**src/rtl/tcr_pkg.sv**
```systemverilog
// Package with control byte layout, default mode values and timing for the line control register
package tcr_pkg;
    localparam int unsigned CLK_HZ = 250_000_000;
    localparam int unsigned SEL0_BIT = 0;
    localparam int unsigned SEL1_BIT = 1;
    localparam int unsigned DRR_BIT = 2;
    localparam int unsigned RATE_BIT = 3;
    localparam int unsigned SIGNALLING_IN_BEARER_BIT = 4;
    localparam int unsigned SCR_BIT = 5;
    localparam int unsigned FAST_BIT = 6;
    localparam int unsigned HK_BIT = 7;
    localparam logic [7:0] CTRL_RESET = 8'h04;
    localparam logic [3:0] DEFAULT_CODE = 4'hF;
    localparam logic [7:0] DEFAULT1_CTRL = 8'h00;
    localparam logic [7:0] DEFAULT2_CTRL = 8'h08;
    localparam logic [6:0] DEFAULT_DIAG = 7'h02;
    localparam logic [1:0] SEL_CTRL = 2'h0;
    localparam logic [1:0] SEL_DIAG = 2'h2;
    localparam int unsigned FAST_FRAMES_160 = 240;
    localparam int unsigned FAST_FRAMES_80 = 480;
    localparam int unsigned CONV_MS_160 = 850;
    localparam int unsigned CONV_MS_80 = 1750;
    localparam longint unsigned CONV_CYC_160 = longint'(CONV_MS_160) * (CLK_HZ / 1000);
    localparam longint unsigned CONV_CYC_80 = longint'(CONV_MS_80) * (CLK_HZ / 1000);

    typedef struct packed {
        logic diag_reset_request;
        logic bit_rate_choice;
        logic signalling_in_bearer;
        logic scrambler_enable;
        logic fast_converge;
        logic tx_housekeeping_bit;
    } tcr_ctrl_s;
endpackage

```
**src/rtl/tcr_diag_if.sv**
```systemverilog
// Interface carrying diagnostics register traffic between control decode and diagnostics holder
`timescale 1ns/10ps
interface tcr_diag_if;
    logic wr;
    logic [7:0] data;
    logic load_default;
    logic clear;
    logic [7:0] value;
    modport ctrl (output wr, output data, output load_default, output clear, input value);
    modport diag (input wr, input data, input load_default, input clear, output value);
endinterface

```
**src/rtl/tcr_diag_hold.sv**
```systemverilog
// Diagnostics register holder: written, reset on frame, or loaded with the default value
`timescale 1ns/10ps
module tcr_diag_hold (
    // Clock and reset
    input wire logic core_clk,
    input wire logic resetn,
    // Diagnostics traffic
    tcr_diag_if.diag dif
);
    import tcr_pkg::*;

    typedef struct packed {
        logic [7:0] val;
    } tcr_diag_s;

    tcr_diag_s st_q;
    tcr_diag_s st_d;

    always_comb begin
        st_d = st_q;
        // Default load takes priority over a pending frame reset
        if (dif.load_default) begin
            st_d.val = {1'b0, DEFAULT_DIAG};
        end else if (dif.wr) begin
            st_d.val = dif.data;
        end else if (dif.clear) begin
            st_d.val = 8'h00;
        end
    end

    always_ff @(posedge core_clk or negedge resetn) begin
        if (!resetn) begin
            st_q <= '0;
        end else begin
            st_q <= st_d;
        end
    end

    assign dif.value = st_q.val;
endmodule

```
**src/rtl/tcr_line_control.sv**
```systemverilog
// Line transceiver control register: control byte decode, default modes, diagnostics routing
//
// Operation
// Bits 0 and 1 zero write control
// Bit0 zero, bit1 one writes diagnostics
// Bit2 zero resets diagnostics at frame
// Bit3 selects 80 or 160 kbit/s
// Bit4 moves signalling into first bearer slot
// Bit5 enables scrambler and descrambler
// Bit6 selects fast echo convergence
// System holds fast bit for early frames
// Convergence within 850 ms or 1.75 s
// Bit7 is transmitted housekeeping bit
// Bits 4-7 all one select default mode
// XXX01111 gives default mode one
// XXX11111 gives default mode two
`timescale 1ns/10ps
module tcr_line_control (
    // Clock and reset
    input wire logic core_clk,
    input wire logic resetn,
    // Control channel
    input wire logic frame_pulse,
    input wire logic ctrl_byte_valid,
    input wire logic [7:0] ctrl_byte,
    // Control outputs
    output logic bit_rate_choice,
    output logic signalling_in_bearer,
    output logic scrambler_enable,
    output logic fast_converge,
    output logic tx_housekeeping_bit,
    output logic diag_reset_request,
    output logic [7:0] diag_value,
    output logic converge_window
);
    import tcr_pkg::*;

    localparam int unsigned CW = 32;

    // Counter must span the slower-rate window, or the window would end early
    if ((64'(CONV_CYC_80) >= (64'd1 << CW)) || (64'(CONV_CYC_160) >= (64'd1 << CW))) begin : g_cw_check
        $error("Convergence counter too narrow");
    end

    // ====================================================================
    // State
    typedef struct packed {
        tcr_ctrl_s ctrl;
        logic clr_now;
        logic [7:0] diag;
        logic [CW-1:0] conv_cnt;
        logic conv_win;
    } tcr_state_s;

    tcr_state_s st_q;
    tcr_state_s st_d;
    tcr_diag_if dif ();

    function automatic logic [1:0] sel_of(input logic [7:0] b);
        sel_of = {b[SEL1_BIT], b[SEL0_BIT]};
    endfunction

    // ====================================================================
    // Decode
    logic wr_ctrl;
    logic wr_diag;
    logic is_default;
    logic [CW-1:0] conv_lim;

    assign wr_ctrl = ctrl_byte_valid && (sel_of(ctrl_byte) == SEL_CTRL);
    assign wr_diag = ctrl_byte_valid && (sel_of(ctrl_byte) == SEL_DIAG);
    assign is_default = ctrl_byte[HK_BIT:SIGNALLING_IN_BEARER_BIT] == DEFAULT_CODE;
    // Convergence window length tracks the selected rate
    assign conv_lim = st_q.ctrl.bit_rate_choice ? CW'(CONV_CYC_160) : CW'(CONV_CYC_80);

    assign dif.wr = wr_diag;
    assign dif.data = ctrl_byte;
    assign dif.load_default = wr_ctrl && is_default;
    assign dif.clear = st_q.clr_now;

    tcr_diag_hold u_diag (
        .core_clk(core_clk),
        .resetn(resetn),
        .dif(dif)
    );

    always_comb begin
        logic [7:0] v;
        v = ctrl_byte;
        st_d = st_q;
        st_d.clr_now = 1'b0;
        st_d.diag = dif.value;
        if (wr_ctrl) begin
            if (is_default) begin
                v = ctrl_byte[RATE_BIT] ? DEFAULT2_CTRL : DEFAULT1_CTRL;
                v[DRR_BIT] = 1'b1;
            end
            st_d.ctrl.diag_reset_request = ~v[DRR_BIT];
            st_d.ctrl.bit_rate_choice = v[RATE_BIT];
            st_d.ctrl.signalling_in_bearer = v[SIGNALLING_IN_BEARER_BIT];
            st_d.ctrl.scrambler_enable = v[SCR_BIT];
            st_d.ctrl.fast_converge = v[FAST_BIT];
            st_d.ctrl.tx_housekeeping_bit = v[HK_BIT];
        end
        // Reset lands on the frame pulse; a write in that cycle leaves the request at the written value
        if (frame_pulse && st_q.ctrl.diag_reset_request) begin
            st_d.clr_now = 1'b1;
            if (!wr_ctrl) begin
                st_d.ctrl.diag_reset_request = 1'b0;
            end
        end
        // Window counts from the last fast-convergence release
        if (st_q.ctrl.fast_converge) begin
            st_d.conv_cnt = '0;
            st_d.conv_win = 1'b1;
        end else if (st_q.conv_win) begin
            if (st_q.conv_cnt >= conv_lim) begin
                st_d.conv_win = 1'b0;
            end else begin
                st_d.conv_cnt = st_q.conv_cnt + CW'(1);
            end
        end
    end

    always_ff @(posedge core_clk or negedge resetn) begin
        if (!resetn) begin
            st_q <= '{ctrl: '{diag_reset_request: 1'b0, bit_rate_choice: 1'b0, signalling_in_bearer: 1'b0,
                      scrambler_enable: 1'b0, fast_converge: 1'b0, tx_housekeeping_bit: 1'b0},
                      clr_now: 1'b0, diag: 8'h00, conv_cnt: '0, conv_win: 1'b0};
        end else begin
            st_q <= st_d;
        end
    end

    assign bit_rate_choice = st_q.ctrl.bit_rate_choice;
    assign signalling_in_bearer = st_q.ctrl.signalling_in_bearer;
    assign scrambler_enable = st_q.ctrl.scrambler_enable;
    assign fast_converge = st_q.ctrl.fast_converge;
    assign tx_housekeeping_bit = st_q.ctrl.tx_housekeeping_bit;
    assign diag_reset_request = st_q.ctrl.diag_reset_request;
    assign diag_value = st_q.diag;
    assign converge_window = st_q.conv_win;
endmodule

```
**config.mk**
```make
export PLATFORM = sky130hd
export DESIGN_NAME = tcr_line_control
export DESIGN_NICKNAME = d
export VERILOG_FILES = /design/src/rtl/tcr_pkg.sv /design/src/rtl/tcr_diag_if.sv /design/src/rtl/tcr_diag_hold.sv /design/src/rtl/tcr_line_control.sv
export SDC_FILE = /design/constraint.sdc
export NUM_CORES = 1
export LEC_CHECK = 0
export ABC_AREA = 1
export BUFFER_PORTS_ARGS = -buffer_cell sky130_fd_sc_hd__buf_2
export CORE_ASPECT_RATIO = 0.8
export CORE_UTILIZATION = 52
export DETAILED_ROUTE_END_ITERATION = 12
export PLACE_DENSITY_LB_ADDON = 0.12
export SLEW_MARGIN = 40
export SYNTH_ARGS = -nofsm -noshare
export SYNTH_HDL_FRONTEND = slang
export SYNTH_SLANG_ARGS = --single-unit
```
**constraint.sdc**
```tcl
create_clock -name core_clk -period 3.1 [get_ports core_clk]
set_clock_uncertainty 0.15 [all_clocks]
set_input_delay 0.31 -clock core_clk [delete_from_list [all_inputs] [get_ports core_clk]]
set_output_delay 0.31 -clock core_clk [all_outputs]
set_load 0.03 [all_outputs]
```
==> results.yml <==
grt:
  antenna_found_initial: 0
  grt.overflow.total: 0
  grt_pass1_vias: 2960
  grtUsageTotal_pct: 26.2
  grt_max_degree: 32
  grt_pass1_wl_mm: 14.6
worst_setup_path:
  r2r_cells: 11
  r2r_slack_ns: 0.44
  reg2reg_from: "bit_rate_choice$_DFFE_PN0P_"
  crit_path_start_kind: "register"
  path_class: "register to register"
  required_ns: 3.20
  worstPathArrival_ns: 2.76
  path_max_fanout: 18
  crit_path_end_kind: "register"
  reg2reg_to: "st_q[9]$_DFFE_PN0P_"
power_and_ir_drop:
  power.density_nw_per_um2: 429
  peakVddDrop_v: 0.000322
  leakagePower_nw: 1.92
drt:
  drc: 0
  drt_iter0_markers: 188
  via_count: 3209
  via_per_inst: 5.19
  ant_nets: 0
  wire_per_inst_um: 14.0
  wl_mm: 8.65
  dr.pass1.iters: 4
yosys:
  synth_area_um2: 3580
  ys_seq_area_share_pct: 39.1
  postSynthAreaPerCell_um2: 6.95
  syn_nets: 542
  synth-seq-cells: 56
  netlist_instances: 515
  synth_warnings: 0
  synthDistinctLibCells: 30
run:
  cap_violations: 0
finish:
  drive_gt1_share_pct: 10.7
  n_antenna_cell: 0
  layout.nets: 560
  largest-register: "st_q"
  largest_reg_flops: 32
  syn2layout_area_growth_pct: 6.99
timing:
  setup_viol: 0
  max_freq_ghz: 0.376
  max_slew_margin_pct: 46.0
  tightest_slew_ns: 0.810
  fin_crit_sh_pct: 85.8
  final.min_clock_period_ns: 2.66
  drv_slew: 0
  tns_ns: 0
  rsz0062_at_grt: "no"
  setup_ws_ns: 0.440
  hold_viol_final: 0
floorplan:
  start_util_pct: 55.0
  core_area_um2: 6510
  die_x_um: 94.8
  fp.dieH_um: 76.2
  dieArea_um2: 7220
  num_rows: 26
  io_pins: 27
worst_hold_path:
  hold_path_class: "input port to register"
  worstHoldStart: "ctrl_byte[2]"
  worst_hold_path.endpoint: "diag_reset_request$_DFF_PN0_"
  holdPathStages: 2
place:
  place_hpwl_mm: 6.43
  pre_cts_slack_ns: 0.455
  portBuffers: 26
  routabilityCongestion: 0.953
clocking:
  clock_sinks: 56
  cts_buffers: 5
  cts_resized: 0
  cts_tree: "done"
  clkTransAtPathRegs_ns: 0.11
  worstSkewPairLatency_ns: 0.31
  cts_buffer_depth: 2
  cts_root_buf: "clkbuf_8"
  htree_levels: 2
status:
  outcome: "complete, no violations"
-- power by group --
group	switching (W)	internal (W)	leakage (nW)	total, W
Clock	0.000249	0.000265	0.0614	0.000514
Sequential	0.0000480	0.000787	0.747	0.000835
Combinational	0.000212	0.0000843	1.11	0.000296
-- routing by layer --
metal	global-route usage, %	vias to the layer above	wire, um
met5	0	-	0
met4	5.76	0	77
met3	3.39	6	589
met2	37.0	85	3560
met1	42.0	1494	4420
li1	-	1624	-
-- cells in the mapped netlist (all sizes together) --
master  instances  area (um^2)
buf            15          128
nor2           89          372
a22o            1         8.76
clkinv          1         3.75
nor3b           1         7.51
o21bai          1         7.51
nor3            6         40.0
a21oi           5         25.0
o21ai          10         53.8
dfrtp          56         1400
nand3          50          255
and3            1         6.26
inv            48          180
xor2            4         35.0
clkbuf          5         18.8
nand4           5         31.3
nand2         192          738
xnor2           7         61.3
a21o            1         7.51
ha             15          188
o22ai           2         12.5
-- critical path, stage by stage, from the launching register on --
cell	delay, ns
dfrtp_1	0.52
inv_1	0.25
ha_1	0.37
inv_1	0.06
nor3_2	0.18
nand2_1	0.09
nor3_2	0.10
nand2_1	0.14
nand2_4	0.20
buf_4	0.28
nand3_1	0.12
nand2_1	0.12
-- what timing repair did --
action / CTS / global route
hold buffers: 1 / 0
endpoints found under the hold margin: 28 / 0
buffers inserted: 0 / 0
-- placed cells by master, fill, tap and decap left out --
cell type,netlist,final
a21o_1,1,1
a21oi_1,5,5
a22o_1,1,1
and3_1,1,1
buf_2,0,26
buf_4,11,4
bufinv_16,0,1
clkbuf_8,0,6
clkinv_1,1,2
clkinv_4,0,1
dfrtp_1,56,56
dlygate4sd3_1,0,1
ha_1,15,15
inv_1,47,46
inv_2,1,1
nand2_1,189,189
nand2_2,1,1
nand2_4,2,2
nand3_1,49,49
nand3_2,1,1
nand4_1,5,5
nor2_1,78,78
nor2_2,9,9
nor2_4,2,2
nor3_1,4,4
nor3_2,2,2
nor3b_1,1,1
o21ai_0,9,9
o21ai_2,1,1
o21bai_1,1,1
o22ai_1,2,2
xnor2_1,7,7
xor2_1,4,4
-- kinds of logic after synthesis --
logic type	count (synthesis)	synth area share, %
compound gates	20	3.21
xor+xnor	11	2.69
fa+ha+maj	15	5.24
buf+inv	69	9.22
flops	56	39.1
simple gates	344	40.5
-- worst max path at each step --
stage / from / slack, ns / cells past startpoint / end
final: bit_rate_choice$_DFFE_PN0P_ / 0.44 / 11 / st_q[9]$_DFFE_PN0P_
after global routing: bit_rate_choice$_DFFE_PN0P_ / 0.24 / 11 / st_q[9]$_DFFE_PN0P_
after CTS: bit_rate_choice$_DFFE_PN0P_ / 0.46 / 11 / st_q[9]$_DFFE_PN0P_
after detailed placement: bit_rate_choice$_DFFE_PN0P_ / 0.46 / 11 / st_q[9]$_DFFE_PN0P_
after floorplan: bit_rate_choice$_DFFE_PN0P_ / 0.78 / 12 / st_q[26]$_DFFE_PN0P_
after global placement: bit_rate_choice$_DFFE_PN0P_ / 0.61 / 13 / st_q[12]$_DFFE_PN0P_
-- per-stage QoR --
stage | std cells | cell area (um^2) | utilization (%) | hold slack [ns] | power (W)
CTS | 618 | 3830 | 58.9 | 0.0374 | 0.00165
global placement | 609 | 3700 | 56.9 | 0.206 | 0.00114
global route | 618 | 3830 | 58.9 | 0.0534 | 0.00173
detailed placement | 609 | 3700 | 56.9 | 0.214 | 0.00114
floorplan | 515 | 3580 | - | -0.136 | 0.00106
finish | 618 | 3830 | 58.9 | 0.0410 | 0.00165
-- area by class of cell --
cell class / count / area (um^2)
tap: 84 / 105
multi-input combinational: 390 / 1850
clock inverter: 2 / 38.8
timing repair buffer: 31 / 170
sequential: 56 / 1400
clock buffer: 6 / 82.6
inverter: 49 / 184
fill: 635 / 2680
Power figures use the tool's default switching activity.
